## config.mk

```make
export PLATFORM = sky130hd
export DESIGN_NAME = tdq_writer
export DESIGN_NICKNAME = d
export VERILOG_FILES = /design/src/rtl/tdq_pkg.sv /design/src/rtl/tdq_writer.sv
export VERILOG_INCLUDE_DIRS = /design/src /design/src/rtl
export SDC_FILE = /design/constraint.sdc
export NUM_CORES = 1
export LEC_CHECK = 0
export ABC_AREA = 1
export ABC_CLOCK_PERIOD_IN_PS = 12400
export BUFFER_PORTS_ARGS = -buffer_cell sky130_fd_sc_hd__buf_2
export CAP_MARGIN = 20
export CORE_MARGIN = 8
export CORE_UTILIZATION = 50
export CTS_BUF_LIST = sky130_fd_sc_hd__clkbuf_8 sky130_fd_sc_hd__clkbuf_16
export CTS_CLUSTER_DIAMETER = 30
export DETAILED_ROUTE_END_ITERATION = 12
export PLACE_DENSITY_LB_ADDON = 0.25
export SLEW_MARGIN = 25
export SYNTH_ARGS = -nofsm -noshare
export SYNTH_HDL_FRONTEND = slang
export SYNTH_SLANG_ARGS = --single-unit
export TNS_END_PERCENT = 100
```

## constraint.sdc

```tcl
create_clock -name clk_in -period 12.4 [get_ports clk_in]
set_input_delay 1.86 -clock clk_in [delete_from_list [all_inputs] [get_ports clk_in]]
set_output_delay 1.86 -clock clk_in [all_outputs]
set_load 0.05 [all_outputs]
```

## src/rtl/tdq_defines.svh

```systemverilog
/*
 * constants for the transmit done-queue writer: register offsets, field
 * positions, reset values and timing figures.
 * assumes inclusion by bare name from the package and the design module.
 */
// Function
// read pointer equal to write pointer means the done queue is empty.
// only the device changes write pointer, only the host the read pointer; here the host may also write it while master enable is clear.
// queue is full when read pointer is one slot ahead of write pointer.
// no completion is written until the transmit dma master enable is set.
// memory address is base address plus current write pointer.
// after each entry is written the write pointer advances by one dword.
// advanced pointer beyond end address is replaced by zero.
// write flag set after 1,2,4..128 entries as the threshold code says.
// a write that would overflow sets the error flag and is skipped.
// each status flag raises the interrupt when its enable is set.
// burst mode gathers entries in the fifo, then writes them together.
// burst enable one writes in bursts, zero writes each entry alone.
// flush bit high empties the fifo into the queue; host keeps it low.
// sixteen-bit flush timer decrements once every 256 bus clocks.
// flush timer is used only while burst writing is enabled.
// every queue write reloads the flush timer from the programmed count.
// programmed count 0001h gives one tick, FFFFh gives 65,536 ticks.
// host programs a nonzero timer count before setting burst enable.
// timer reaching zero with entries held writes them and reloads.
`ifndef TDQ_DEFINES_SVH
`define TDQ_DEFINES_SVH

// ---------------------------------------------------------------
// register offsets (byte addresses)
// ---------------------------------------------------------------
`define TDQ_OFS_BASE_LOW    12'h830
`define TDQ_OFS_BASE_HIGH   12'h834
`define TDQ_OFS_END_ADDR    12'h838
`define TDQ_OFS_READ_PTR    12'h83c
`define TDQ_OFS_WRITE_PTR   12'h840
`define TDQ_OFS_FLUSH_TIMER 12'h844
`define TDQ_OFS_QUEUES_CTL  12'h880
`define TDQ_OFS_MASTER_CTL  12'h890
`define TDQ_OFS_STATUS      12'h894
`define TDQ_OFS_STATUS_CLR  12'h898
`define TDQ_OFS_INT_ENABLE  12'h89c

// ---------------------------------------------------------------
// field positions and reset values
// ---------------------------------------------------------------
`define TDQ_CTL_BURST_BIT   3
`define TDQ_CTL_FLUSH_BIT   4
`define TDQ_CTL_THR_LSB     8
`define TDQ_CTL_MASK        16'h071f
`define TDQ_STS_WRITE_BIT   0
`define TDQ_STS_ERROR_BIT   1
`define TDQ_RESET_16        16'h0000
`define TDQ_PTR_STEP        16'h0001
`define TDQ_DWORD_SHIFT     2
`define TDQ_PRESCALE_MAX    8'hff
`define TDQ_ONE_TICK        17'h00001

`endif

```

## src/rtl/tdq_pkg.sv

```systemverilog
/*
 * types for the transmit done-queue writer.
 * assumes tdq_defines.svh on the include path.
 */
`include "tdq_defines.svh"

package tdq_pkg;

    // one memory write request toward the system bus master
    typedef struct packed {
        logic [31:0] addr;
        logic [31:0] data;
    } tdq_mem_req_t;

    // status flags, same layout for status, clear and enable
    typedef struct packed {
        logic error;
        logic write;
    } tdq_flags_t;

    typedef enum logic [1:0] {
        TDQ_IDLE,
        TDQ_WRITE,
        TDQ_WAIT
    } tdq_state_t;

endpackage : tdq_pkg

```

## src/rtl/tdq_writer.sv

```systemverilog
/*
 * transmit done-queue writer: keeps the circular completion queue in host
 * memory, single or burst writes through an internal fifo, flush timer,
 * write and write-error status with one level interrupt, apb registers.
 * assumes an apb master on clk_in and a memory master that accepts one
 * word per mem_ready_in handshake; the descriptor source is on clk_in.
 */
// Local design decision: the APB register port.
`timescale 1ns/1ps
`include "tdq_defines.svh"

module tdq_writer #(
    parameter int FIFO_DEPTH = 16,
    parameter int PTR_W      = 16
) (
    input  wire logic                 clk_in,
    input  wire logic                 reset_in,
    input  wire logic                 clk_en_in,
    // apb slave
    input  wire logic                 psel_in,
    input  wire logic                 penable_in,
    input  wire logic                 pwrite_in,
    input  wire logic [11:0]          paddr_in,
    input  wire logic [31:0]          pwdata_in,
    output logic      [31:0]          prdata_out,
    output logic                      pready_out,
    output logic                      pslverr_out,
    // completion descriptors from the transmit dma
    input  wire logic                 done_valid_in,
    input  wire logic [31:0]          done_desc_in,
    output logic                      done_ready_out,
    // memory write master
    output tdq_pkg::tdq_mem_req_t     mem_req_out,
    output logic                      mem_valid_out,
    input  wire logic                 mem_ready_in,
    output logic                      burst_active_out,
    output logic                      irq_out
);

    // ---------------------------------------------------------------
    // registers
    // ---------------------------------------------------------------
    localparam int CW = $clog2(FIFO_DEPTH + 1);
    localparam int AW = (FIFO_DEPTH > 1) ? $clog2(FIFO_DEPTH) : 1;

    logic [15:0]         base_low;
    logic [15:0]         base_high;
    logic [PTR_W-1:0]    end_addr;
    logic [PTR_W-1:0]    read_ptr;
    logic [PTR_W-1:0]    write_ptr;
    logic [15:0]         flush_count;
    logic [15:0]         queues_ctl;
    logic                tx_dma_master_enable;
    tdq_pkg::tdq_flags_t status;
    tdq_pkg::tdq_flags_t int_enable;
    logic [7:0]          prescale;
    logic [16:0]         timer;
    logic [7:0]          write_count;
    tdq_pkg::tdq_state_t state;
    logic [31:0]         fifo_mem [FIFO_DEPTH];
    logic [AW-1:0]       rd_idx;
    logic [AW-1:0]       wr_idx;
    logic [CW-1:0]       fill;

    // ---------------------------------------------------------------
    // decode helpers
    // ---------------------------------------------------------------
    // threshold code to number of writes, 1 to 128
    function automatic logic [7:0] thr_count(input logic [2:0] code);
        thr_count = 8'h01 << code;
    endfunction : thr_count

    // pointer after one dword, with wrap past the end address
    function automatic logic [PTR_W-1:0] ptr_next(input logic [PTR_W-1:0] p,
                                                  input logic [PTR_W-1:0] e);
        logic [PTR_W:0] inc;
        inc = {1'b0, p} + (PTR_W+1)'(`TDQ_PTR_STEP);
        if (inc > {1'b0, e}) begin
            ptr_next = PTR_W'(`TDQ_RESET_16);
        end else begin
            ptr_next = inc[PTR_W-1:0];
        end
    endfunction : ptr_next

    wire logic       burst_en  = queues_ctl[`TDQ_CTL_BURST_BIT];
    wire logic       flush_bit = queues_ctl[`TDQ_CTL_FLUSH_BIT];
    wire logic [2:0] thr_code  = queues_ctl[`TDQ_CTL_THR_LSB +: 3];

    wire logic apb_access = psel_in && penable_in;
    wire logic apb_wr     = apb_access && pwrite_in;

    // ---------------------------------------------------------------
    // fifo and write sequencing
    // ---------------------------------------------------------------
    wire logic fifo_empty = (fill == '0);
    wire logic fifo_full  = (fill == CW'(FIFO_DEPTH));
    wire logic [PTR_W-1:0] next_write_ptr = ptr_next(write_ptr, end_addr);
    // queue full: advancing would land on the read pointer
    wire logic queue_full = (next_write_ptr == read_ptr);
    // empty when the two pointers match; kept for the status read
    wire logic queue_empty = (read_ptr == write_ptr);
    wire logic timer_zero  = (timer == '0);

    // drain start: single mode drains every entry, burst waits for a
    // full fifo, the flush bit, or timer expiry
    wire logic drain_start = tx_dma_master_enable && !fifo_empty &&
                             (!burst_en
                              || fifo_full
                              || flush_bit
                              || timer_zero);

    // one entry leaves the fifo: written or dropped on overflow
    // a ready memory must not count a word that the full queue refused
    wire logic take_write = (state == tdq_pkg::TDQ_WRITE) && mem_ready_in && !queue_full;
    wire logic skip_write = (state == tdq_pkg::TDQ_WRITE) && queue_full;
    wire logic pop        = take_write || skip_write;
    wire logic push       = done_valid_in && !fifo_full;
    wire logic last_pop   = pop && (fill == CW'(1));

    assign done_ready_out = !fifo_full;

    // fifo storage
    always_ff @(posedge clk_in) begin
        if (clk_en_in && push) begin
            fifo_mem[wr_idx] <= done_desc_in;
        end
    end

    // fifo indices and fill level
    always_ff @(posedge clk_in) begin
        if (reset_in) begin
            rd_idx <= '0;
            wr_idx <= '0;
            fill   <= '0;
        end else if (clk_en_in) begin
            if (push) begin
                wr_idx <= (wr_idx == AW'(FIFO_DEPTH - 1)) ? '0 : wr_idx + AW'(1);
            end
            if (pop) begin
                rd_idx <= (rd_idx == AW'(FIFO_DEPTH - 1)) ? '0 : rd_idx + AW'(1);
            end
            fill <= fill + CW'(push) - CW'(pop);
        end
    end

    // sequencer: a burst runs until the fifo has drained
    always_ff @(posedge clk_in) begin
        if (reset_in) begin
            state <= tdq_pkg::TDQ_IDLE;
        end else if (clk_en_in) begin
            case (state)
                tdq_pkg::TDQ_IDLE: begin
                    if (drain_start) begin
                        state <= tdq_pkg::TDQ_WRITE;
                    end
                end
                tdq_pkg::TDQ_WRITE: begin
                    if (last_pop || (pop && !burst_en)) begin
                        state <= tdq_pkg::TDQ_WAIT;
                    end
                end
                tdq_pkg::TDQ_WAIT: begin
                    state <= tdq_pkg::TDQ_IDLE;
                end
                default: begin
                    state <= tdq_pkg::TDQ_IDLE;
                end
            endcase
        end
    end

    // memory request: base plus pointer in dwords, head of fifo as data
    always_comb begin
        mem_req_out.addr = {base_high, base_low} +
                           (32'(write_ptr) << `TDQ_DWORD_SHIFT);
        mem_req_out.data = fifo_mem[rd_idx];
    end
    assign mem_valid_out    = (state == tdq_pkg::TDQ_WRITE) && !queue_full;
    assign burst_active_out = (state == tdq_pkg::TDQ_WRITE) && burst_en;

    // write pointer: device owns it once running, host may set it at init
    always_ff @(posedge clk_in) begin
        if (reset_in) begin
            write_ptr <= '0;
        end else if (clk_en_in) begin
            if (take_write) begin
                write_ptr <= next_write_ptr;
            end else if (apb_wr && !tx_dma_master_enable &&
                         paddr_in == `TDQ_OFS_WRITE_PTR) begin
                write_ptr <= pwdata_in[PTR_W-1:0];
            end
        end
    end

    // ---------------------------------------------------------------
    // flush timer
    // ---------------------------------------------------------------
    // prescaler divides the bus clock by 256
    always_ff @(posedge clk_in) begin
        if (reset_in) begin
            prescale <= '0;
        end else if (clk_en_in) begin
            prescale <= prescale + 8'h01;
        end
    end

    // count holds programmed value, FFFFh loads as 65,536; 0 would be illegal,
    // the host must avoid it before enabling bursts
    always_ff @(posedge clk_in) begin
        if (reset_in) begin
            timer <= '0;
        end else if (clk_en_in) begin
            if (take_write || !burst_en || (state == tdq_pkg::TDQ_WAIT)) begin
                timer <= 17'(flush_count) + ((flush_count == 16'hffff) ?
                         `TDQ_ONE_TICK : 17'h0);
            end else if (prescale == `TDQ_PRESCALE_MAX && !timer_zero) begin
                timer <= timer - `TDQ_ONE_TICK;
            end
        end
    end

    // ---------------------------------------------------------------
    // status, threshold and interrupt
    // ---------------------------------------------------------------
    wire logic clr_wr = apb_wr && paddr_in == `TDQ_OFS_STATUS_CLR;
    wire logic thr_hit = take_write &&
                         (write_count + 8'h01 >= thr_count(thr_code));

    // writes since the flag was last raised
    always_ff @(posedge clk_in) begin
        if (reset_in) begin
            write_count <= '0;
        end else if (clk_en_in && take_write) begin
            write_count <= thr_hit ? 8'h00 : write_count + 8'h01;
        end
    end

    // sticky flags; a set in the clearing cycle wins
    always_ff @(posedge clk_in) begin
        if (reset_in) begin
            status <= '0;
        end else if (clk_en_in) begin
            status.write <= thr_hit ||
                (status.write && !(clr_wr && pwdata_in[`TDQ_STS_WRITE_BIT]));
            status.error <= skip_write ||
                (status.error && !(clr_wr && pwdata_in[`TDQ_STS_ERROR_BIT]));
        end
    end

    assign irq_out = |(status & int_enable);

    // ---------------------------------------------------------------
    // apb registers
    // ---------------------------------------------------------------
    // zero wait states; unmapped addresses answer with pslverr
    function automatic logic mapped(input logic [11:0] a);
        case (a)
            `TDQ_OFS_BASE_LOW, `TDQ_OFS_BASE_HIGH, `TDQ_OFS_END_ADDR,
            `TDQ_OFS_READ_PTR, `TDQ_OFS_WRITE_PTR, `TDQ_OFS_FLUSH_TIMER,
            `TDQ_OFS_QUEUES_CTL, `TDQ_OFS_MASTER_CTL, `TDQ_OFS_STATUS,
            `TDQ_OFS_STATUS_CLR, `TDQ_OFS_INT_ENABLE: mapped = 1'b1;
            default: mapped = 1'b0;
        endcase
    endfunction : mapped

    assign pready_out  = 1'b1;
    assign pslverr_out = apb_access && !mapped(paddr_in);

    // host-writable configuration
    always_ff @(posedge clk_in) begin
        if (reset_in) begin
            base_low             <= `TDQ_RESET_16;
            base_high            <= `TDQ_RESET_16;
            end_addr             <= '0;
            read_ptr             <= '0;
            flush_count          <= `TDQ_RESET_16;
            queues_ctl           <= `TDQ_RESET_16;
            tx_dma_master_enable <= 1'b0;
            int_enable           <= '0;
        end else if (clk_en_in && apb_wr) begin
            case (paddr_in)
                `TDQ_OFS_BASE_LOW:    base_low    <= pwdata_in[15:0];
                `TDQ_OFS_BASE_HIGH:   base_high   <= pwdata_in[15:0];
                `TDQ_OFS_END_ADDR:    end_addr    <= pwdata_in[PTR_W-1:0];
                `TDQ_OFS_READ_PTR:    read_ptr    <= pwdata_in[PTR_W-1:0];
                `TDQ_OFS_FLUSH_TIMER: flush_count <= pwdata_in[15:0];
                `TDQ_OFS_QUEUES_CTL:  queues_ctl  <= pwdata_in[15:0] & `TDQ_CTL_MASK;
                `TDQ_OFS_MASTER_CTL:  tx_dma_master_enable <= pwdata_in[0];
                `TDQ_OFS_INT_ENABLE:  int_enable  <= pwdata_in[1:0];
                default: ;
            endcase
        end
    end

    // read data registered at the access phase edge is too late for a
    // zero-wait slave, so read data is driven from register contents
    always_comb begin
        prdata_out = 32'h0;
        if (apb_access && !pwrite_in) begin
            case (paddr_in)
                `TDQ_OFS_BASE_LOW:    prdata_out = {16'h0, base_low};
                `TDQ_OFS_BASE_HIGH:   prdata_out = {16'h0, base_high};
                `TDQ_OFS_END_ADDR:    prdata_out = 32'(end_addr);
                `TDQ_OFS_READ_PTR:    prdata_out = 32'(read_ptr);
                `TDQ_OFS_WRITE_PTR:   prdata_out = 32'(write_ptr);
                `TDQ_OFS_FLUSH_TIMER: prdata_out = {16'h0, flush_count};
                `TDQ_OFS_QUEUES_CTL:  prdata_out = {16'h0, queues_ctl};
                `TDQ_OFS_MASTER_CTL:  prdata_out = {31'h0, tx_dma_master_enable};
                `TDQ_OFS_STATUS:      prdata_out = {29'h0, queue_empty, status};
                `TDQ_OFS_INT_ENABLE:  prdata_out = {30'h0, int_enable};
                default:              prdata_out = 32'h0;
            endcase
        end
    end

endmodule : tdq_writer

```

# [After elaboration in Yosys (flattened, before gate mapping)]
# Memories as Yosys holds them, arrays and structs flattened. A register that Yosys moved wholly into a read port is not among the register bits.
# Cells that the tools add are included.
[word_totals] regBits=157 latchBits=0 mem_bits_rw=512 mem_bits_ro=0 in_bits=84 out_inout_bits=102 wordCells=141 mem_count=1
[memory_table] name="fifo_mem" words=16 word_bits=32 read_ports=1 rd_ports_with_merged_regs=1 wr=1 line_no="tdq_writer.sv:60" text="logic [31:0] fifo_mem [FIFO_DEPTH];"
[op_classes] add_sub_neg=10 mul=0 n_div=0 n_lt_le_gt_ge=2 eq_ne=23 shifts=1 muxes=19 bitwise_logic=1 reduce_logical=65
[ops] operator="$pmux 16 s10" n=1
[ops] operator="$eq 12x12->1 const B" n=11
[ops] operator="$mux 16" n=4
[ops] operator="$mux 17" n=2
[ops] operator="$add 32x18->32" n=1
[ops] operator="$eq 16x16->1" n=2
[ops] operator="$logic_and 1x1->1" n=26
[ops] operator="$reduce_and 2->1" n=12
[ops] operator="$add 16x1->17" n=1
[ops] operator="$add 16x1->17 const B" n=1
[ops] operator="$gt 17x16->1" n=1
[ops] operator="$logic_not 17->1" n=1
[ops] operator="$sub 17x1->17 const B" n=1
[ops] operator="$add 8x1->8 const B" n=2
[ops] operator="$eq 16x16->1 const B" n=1
[ops] operator="$mux 4" n=4
[ops] operator="$reduce_or 11->1" n=1
[ops] operator="$logic_not 1->1" n=10
[ops] operator="$logic_or 1x1->1" n=9
[ops] operator="$add 4x1->4 const B" n=2
[ops] operator="$eq 4x4->1 const B" n=2
[ops] operator="$eq 8x8->1 const B" n=1
[ops] operator="$ge 8x8->1" n=1
[ops] operator="$mux 8" n=1
[ops] operator="other kinds (18)" n=23

# [Longest topological paths before layout]
# Gate-level depths: netlist of run 1.
[depth] ltp_word=11 mapped_depth=38 mapped_depth_nobuf=37

# [Least setup slack after synthesis of run 1]
# No wires, ideal clock.
[synth_path] kind="input to output" start="input paddr_in[1]" end="output prdata_out[12]" arrival_ns=4.163 required_ns=10.540 slack_ns=6.377 cell_stages=13 n_path_buf=2 path_cell_list="nor2_1 > inv_1 > nor2_1 > inv_1 > nor2_1 > nand2_1 > nor2_1 > clkbuf_1 > nor3_1 > nand4_1 > nand4_1 > clkbuf_1 > a21oi_1"
[synth_between] elab_chain_len=3 word_cells_on_any_way=12 classes_between="eq/ne (10); mux (2)"
[synth_rtl] item="from (decl)" line_no="tdq_writer.sv:23" text="input wire logic [11:0] paddr_in,"
[synth_rtl] item="$eq 12x12->1" line_no="tdq_writer.sv:300" text="case (paddr_in)"
[synth_rtl] item="$pmux 16 s10 (*)" line_no="tdq_writer.sv:300"
[synth_rtl] item="$mux 16 (*)" line_no="tdq_writer.sv:299" text="if (apb_access && !pwrite_in) begin"
[synth_rtl] item="to (decl)" line_no="tdq_writer.sv:25" text="output logic [31:0] prdata_out,"
# Mark *: on every way between the ends. The rest lies on a longest branch, timed or not.

# [Worst setup path after layout of run 1]
[layout_path] start="input paddr_in[9]" end="output prdata_out[0]"
# Same word-level chain as after synthesis.

==> impl_metrics.ini, run 1 <==
[run_status]
outcome = finished clean

[clock_network]
clock_latency_ps = 720
clockBufferDepth = 3
cts-root-buf = clkbuf_16
path_clk_slew_ps = 40
numCtsBuffers = 131
cts-htree-levels = 4
postCtsHoldBufs = 0
cts_setup_buffers = 0
post_cts_resized = 0
cts_tree = done
clock_sinks = 673

[pwr]
power.density_mw_per_mm2 = 170
ir_drop_uv = 165
p_leak_uw = 0.0139

[worst_setup_path]
cpPeakStageDelay_ps = 900
path_buf_inv = 2
required_ps = 10540
crit_family = simple AND/OR/NAND/NOR gates
arrival_ps = 5410
crit_fanout = 16
worstSetupPathType = primary input to output port
cpMaxStageDelayCell = nor2_1
path_cells = buf_2, nor4_1, nand2_1, nor2_1, a2111oi_0, nand4_1, nand4_1, a41oi_1, buf_2
worstSetupEndpointType = output port
cp-start-kind = primary input

[detailed_routing]
wl_mm = 83.0
viasPerCell = 5.62
via_count = 22974
drt_iter0_markers = 2205
ant_nets = 0
wl_per_cell_um = 20.3
drtPass1Iterations = 6
drc = 0

[sta]
finalSetupTns_ps = 0
finalHoldViolations = 0
min_period_over_period_pct = 58.6
finalSetupViolations = 0
rsz0062_at_grt = false
finalMaxSlewViolations = 0
slew_headroom_pct = 23.1
fmax_mhz = 138
finalCriticalPeriod_ps = 7270
clock_skew_ps = 24.5
fin_hold_ws_ps = 451
tightest_slew_ps = 1150

[flow_run]
drv.max_cap_violation_count = 0

[placed_design]
gp_congestion = 0.963
portBuffers = 152
detailedPlacementHpwl_mm = 47.9
dp.cells = 3842
dpl_cell_area_mm2 = 0.0325

[layout]
fillers = 4881
final_area_mm2 = 0.0371
layout-drive-gt1-share_pct = 13.7
final_core_util_pct = 60.3
nets = 3282
fin_cells = 4087
area_delta_synth_final_pct = 19.4

[logic_synthesis]
synth_edf_count = 512
synth_seq_cells = 673
ys_types = 52
netlist_area_mm2 = 0.0311
ys_seq_area_share_pct = 59.8
yosys_warnings = 0
synth_flop_cell = edfxtp_1
synthCells = 2982
ys_async_sr_fraction_pct = 0
avgSynthCellArea_um2 = 10.4

[floorplanning]
die_y_um = 265
rows = 91
initial_utilization_pct = 50.5
die_area_mm2 = 0.0704
io_pins = 186
die_width_um = 265
core_mm2 = 0.0616

[global_route]
grt_max_degree = 218
grt-ovfl-total = 0
antenna_found_initial = 7
grt_pass1_vias = 22707
globalRouteTotalUtil_pct = 23.0
grt_pass1_wl_mm = 127

[min_path]
hp-class = register to register
## cells in the final DEF (no fill, tap or decap), drive strengths merged, types with 18 or more instances in the layout
cell type	synthesis	final
a21oi	266	266
buf	63	180
bufinv	0	18
clkbuf	108	138
clkinv	2	50
dfxtp	161	161
edfxtp	512	512
ha	57	57
inv	351	376
mux2i	128	128
nand2	323	323
nand3	122	122
nand4	34	34
nor2	201	201
nor3	46	46
o211ai	131	131
o21ai	299	299
o22ai	30	30
xor2	69	69
## final cells by class
type	instances	area [µm²]	area share, %
diodes	4	10.0	0.0270
clock buffers	138	3390	9.12
clock inverters	102	1160	3.13
inverters	353	1330	3.59
multi-input cells	1800	10600	28.5
flip-flops and latches	673	18600	50.1
well taps	837	1050	2.82
repair buffers	180	1010	2.72
## routing by layer
metal	wire (µm)	track usage [%]
met1	33800	28.8
met2	40500	38.7
met3	6190	4.81
met4	2470	9.65
met5	26	0
## stage by stage
step	power (µW)	setup slack, ps
detailed placement	2790	5260
global route	6490	5030
global placement	2780	5240
finish	6310	5130
CTS	6350	5080
floorplan	2710	6380
## power by group
group / internal, µW / switching, µW / total, µW
clock: 2360 / 1190 / 3560
combinational: 83.5 / 209 / 293
sequential: 2450 / 14.9 / 2460
## path summary, 6_finish.rpt
check / end / slack (ps) / startpoint / depth (start not counted)
min reg2reg: queues_ctl[0]$_SDFFE_PP0P_ / 450 / queues_ctl[0]$_SDFFE_PP0P_ / 2
max reg2reg: fill[4]$_SDFFE_PP0P_ / 5850 / write_ptr[0]$_SDFFE_PP0P_ / 33
max: prdata_out[0] / 5130 / paddr_in[9] / 9
min: queues_ctl[0]$_SDFFE_PP0P_ / 450 / queues_ctl[0]$_SDFFE_PP0P_ / 2
## Yosys cell counts (5+ instances only)
cell       count  share of area, %
edfxtp_1     512                49
inv_1        349               4.2
nand2_1      315               3.8
o21ai_0      287               4.6
a21oi_1      266               4.3
nor2_1       192               2.3
dfxtp_1      161                10
o211ai_1     131               3.2
mux2i_1      128               4.1
nand3_1      120               1.9
clkbuf_1     108               1.3
xor2_1        66               1.9
ha_1          57               2.3
nor3_1        44              0.71
nand4_1       34              0.68
o22ai_1       30              0.60
buf_1         25              0.30
buf_4         24              0.58
a211oi_1      17              0.41
nor4_1        13              0.26
o21ai_1       12              0.19
xnor2_1       12              0.34
buf_2          9              0.14
a2111oi_0      6              0.17
buf_6          5              0.18
nand2_2        5              0.10
## kinds of logic after synthesis
group | Yosys count | synth area share (%)
other | 2 | 0.0242
buffers and inverters | 524 | 6.77
XOR/XNOR | 81 | 2.35
multiplexers | 128 | 4.12
AO/OA/AOI/OAI | 767 | 13.9
adder cells (fa/ha/maj) | 59 | 2.42
flip-flops | 673 | 59.8
AND/OR/NAND/NOR | 748 | 10.6
## sequential cells by signal, indices dropped and copies added, names as in the netlist, 4 cells and up, named ones only
register	cells
fifo_mem	512
timer	17
read_ptr	16
rd_idx	4
end_addr	16
queues_ctl	8
prescale	8
base_high	16
wr_idx	4
fill	5
flush_count	16
base_low	16
write_ptr	16
write_count	8
## worst reg2reg max path: cells and delay by family, from the launching register on
family / cells / cell delay (ps)
XOR/XNOR: 1 / 180
adder cells (fa/ha/maj): 5 / 1330
AO/OA/AOI/OAI: 4 / 570
buffers and inverters: 3 / 190
flip-flops: 1 / 560
AND/OR/NAND/NOR: 20 / 3640
No activity file was read; power rests on OpenSTA's default activity.
==> inputs of run 2 (changes only) <==
ABC_AREA = 0   (was 1)
ABC_CLOCK_PERIOD_IN_PS = 6700   (was 12400)
clock period = 6.7 ns   (was 12.4 ns; I/O delays follow)
==> run 2 against run 1 <==
  * Sequential share of layout area rose by 1.9 points
  * Worst setup slack got worse by 4800 ps
  * Clock power rose by 73%
  * Clock-buffer cell count fell by 8
  * Critical endpoint is now mem_valid_out
  * Register-to-register slack got worse by 5500 ps
  * Design area fell by 3.6%
  * Synthesized cell count fell by 30%
  * Routed wire length fell by 4.7%
  * Worst hold slack improved by 25 ps
  * Non-clock buffer count rose by 23
  * Die area fell by 3.9%
==> impl_metrics.ini, run 2 <==
[run_status]
outcome = finished clean

[placed_design]
portBuffers = 152
detailedPlacementHpwl_mm = 47.9
gp_congestion = 0.942

[detailed_routing]
drt_iter0_markers = 2044
maxUsedRoutingLayer = met5
drc = 0
via_count = 19365
wl_mm = 79.1
met1_length_mm = 31.3
viasPerCell = 6.09
ant_nets = 0
wl_per_cell_um = 24.9
dr_wl_met2_mm = 38.8
wl_met3_mm = 6.52
drtPass1Iterations = 7

[pwr]
p_comb_share_pct = 2.8
ir_drop_uv = 221
p_leak_uw = 0.0120
power.density_mw_per_mm2 = 307
p_int_uw = 8590
switching_share_pct = 21.9
netSwitchingPower_uw = 2410
power.share.clock_pct = 56.0
power_frac_seq_pct = 41.2

[layout]
layout_common_cells = 512 x edfxtp_1, 231 x nand2_1, 160 x mux4_2
area_delta_synth_final_pct = 20.1
multi_input_area_mm2 = 0.0106
final_common_cell = edfxtp_1
regMostFlops = fifo_mem
largest_reg_flops = 512
antenna_cells = 0
top_regs = fifo_mem x512, timer x17
ff_latch_area_mm2 = 0.0186
fillers = 4346
nets = 2446
layout-drive-gt1-share_pct = 26.2

[worst_setup_path]
crit_family = simple AND/OR/NAND/NOR gates
path_cells = nand3_2, nor2_1, xnor2_1, inv_1, ha_1, and4_1, o211ai_1, o211ai_1, o211ai_1, nand3_1, a222oi_1, and4_1, nor2_1, buf_2
worstSetupPathType = register to output port
rr_startpoint = write_ptr[2]$_SDFFE_PP0P_
reg2regPathDepth = 26
cpPeakStageDelay_ps = 780
r2r_end = fill[4]$_SDFFE_PP0P_
arrival_ps = 5400
required_ps = 5690
worstSetupEndpointType = output port
path_buf_inv = 2
worst_path_most_repeated_cell = o211ai_1
crit_fanout = 13
cpMaxStageDelayCell = o211ai_1
rrSetupSlack_ps = 390
cp-start-kind = register

[global_route]
grt_pass1_vias = 19518
antenna_found_initial = 4
grt-ovfl-total = 0
globalRouteTotalUtil_pct = 23.1
grt_max_degree = 62
grt_pass1_wl_mm = 119

[sta]
fin_hold_ws_ps = 476
finalSetupTns_ps = 0
finalSetupViolations = 0
clock_skew_ps = 54.9
min_period_over_period_pct = 95.6
tightest_slew_ps = 996
finalCriticalPeriod_ps = 6410
finalMaxSlewViolations = 0
rsz0062_at_grt = false
fmax_mhz = 156
slew_headroom_pct = 33.4
finalHoldViolations = 0

[clock_network]
cts-htree-levels = 3
numCtsBuffers = 120
clock_sinks = 673
postCtsHoldBufs = 0
path_clk_slew_ps = 50
post_cts_resized = 0
cts_setup_buffers = 0
cts_tree = done
clockBufferDepth = 3
cts-root-buf = clkbuf_16
clock_latency_ps = 680

[min_path]
min-delay-start = base_low[15]$_SDFFE_PP0P_
hold-path-endpoint = base_low[15]$_SDFFE_PP0P_
hp-class = register to register
min_path_cells = 2

[floorplanning]
initial_utilization_pct = 50.5
io_pins = 186
die_y_um = 260
rows = 89
core_mm2 = 0.0590
die_width_um = 260
die_area_mm2 = 0.0677

[logic_synthesis]
yosysMostFrequentCell = edfxtp_1
synth_seq_cells = 673
synthCells = 2100
netlist_area_mm2 = 0.0298
synth_top_area_cell = edfxtp_1
synth_area_leaders = edfxtp_1 52%, mux4_2 12%, dfxtp_1 11%
netlist_top_cells_count = 512 x edfxtp_1, 231 x nand2_1, 161 x dfxtp_1
synth_edf_count = 512
ys_types = 88
yosys_warnings = 0
avgSynthCellArea_um2 = 14.2
synth_flop_cell = edfxtp_1
ys_seq_area_share_pct = 62.4
synth_top_area_share_pct = 51.6
ys_async_sr_fraction_pct = 0

[flow_run]
drv.max_cap_violation_count = 0
-- run 2: layer usage --
layer,up-vias,track usage (%)
li1,8515,-
met1,9781,29.6
met2,884,37.8
met3,177,5.60
met4,8,8.87
met5,-,0
-- run 2: cell type report --
type                       count  area share, %
multi-input combinational   1251           29.5
tap                          773           2.70
clock inverter                95           2.99
inverter                      54          0.566
sequential                   673           52.0
clock buffer                 130           8.81
timing repair buffer         203           3.42
-- run 2: kinds of logic after synthesis --
kind of cell / synth area share, %
DFF: 62.4
other: 0.0252
adders and majority gates: 2.53
AOI/OAI and AO/OA: 7.47
muxes: 12.7
buffers and inverters: 2.79
xor gates and xnor gates: 2.88
and+or+nand+nor: 9.24
-- run 2: worst register-to-register path, cell delays in order (launching register included) --
cell      delay (ps)
dfxtp_1          640
nand3_2          320
nor2_1           290
xnor2_1          220
inv_1            120
ha_1             340
and4_1           230
o211ai_1         100
o211ai_1         180
o211ai_1         780
nand3_1          170
a222oi_1         490
nand4_2          380
a21oi_1          310
ha_1             260
inv_1             60
ha_1             150
inv_1             50
fa_1             390
inv_1             70
a21oi_1           60
nor2_1            90
nor2_1            60
xnor2_1          130
nand2_1           80
xor2_1           150
nor2_1            50
-- run 2: worst max path at each step --
stage	from	cells after the start	to	slack, ps
after floorplan	paddr_in[9]	9	prdata_out[10]	1410
after global placement	write_ptr[2]$_SDFFE_PP0P_	25	fill[4]$_SDFFE_PP0P_	630
after detailed placement	write_ptr[2]$_SDFFE_PP0P_	26	fill[4]$_SDFFE_PP0P_	590
after CTS	write_ptr[2]$_SDFFE_PP0P_	14	mem_valid_out	360
after global routing	write_ptr[2]$_SDFFE_PP0P_	26	fill[4]$_SDFFE_PP0P_	30
final	write_ptr[2]$_SDFFE_PP0P_	14	mem_valid_out	290
-- run 2: through the flow --
stage	util, %	instance area, µm²	total power, µW	setup WS [ps]	cells
2_1_floorplan	-	29900	4800	1410	2115
3_3_place_gp	53.3	31500	4910	629	2950
3_5_place_dp	53.4	31500	4920	585	2953
4_1_cts	60.6	35800	11100	361	3178
5_1_grt	60.6	35800	11300	25.0	3179
6_report	60.6	35800	11000	293	3179
-- run 2: power by group through the flow --
stage               Combinational, µW  Clock, µW  Sequential, µW
finish                            305       6160            4540
global route                      326       6410            4540
CTS                               305       6220            4540
detailed placement                302          0            4620
global placement                  294          0            4610
floorplan                         186          0            4620
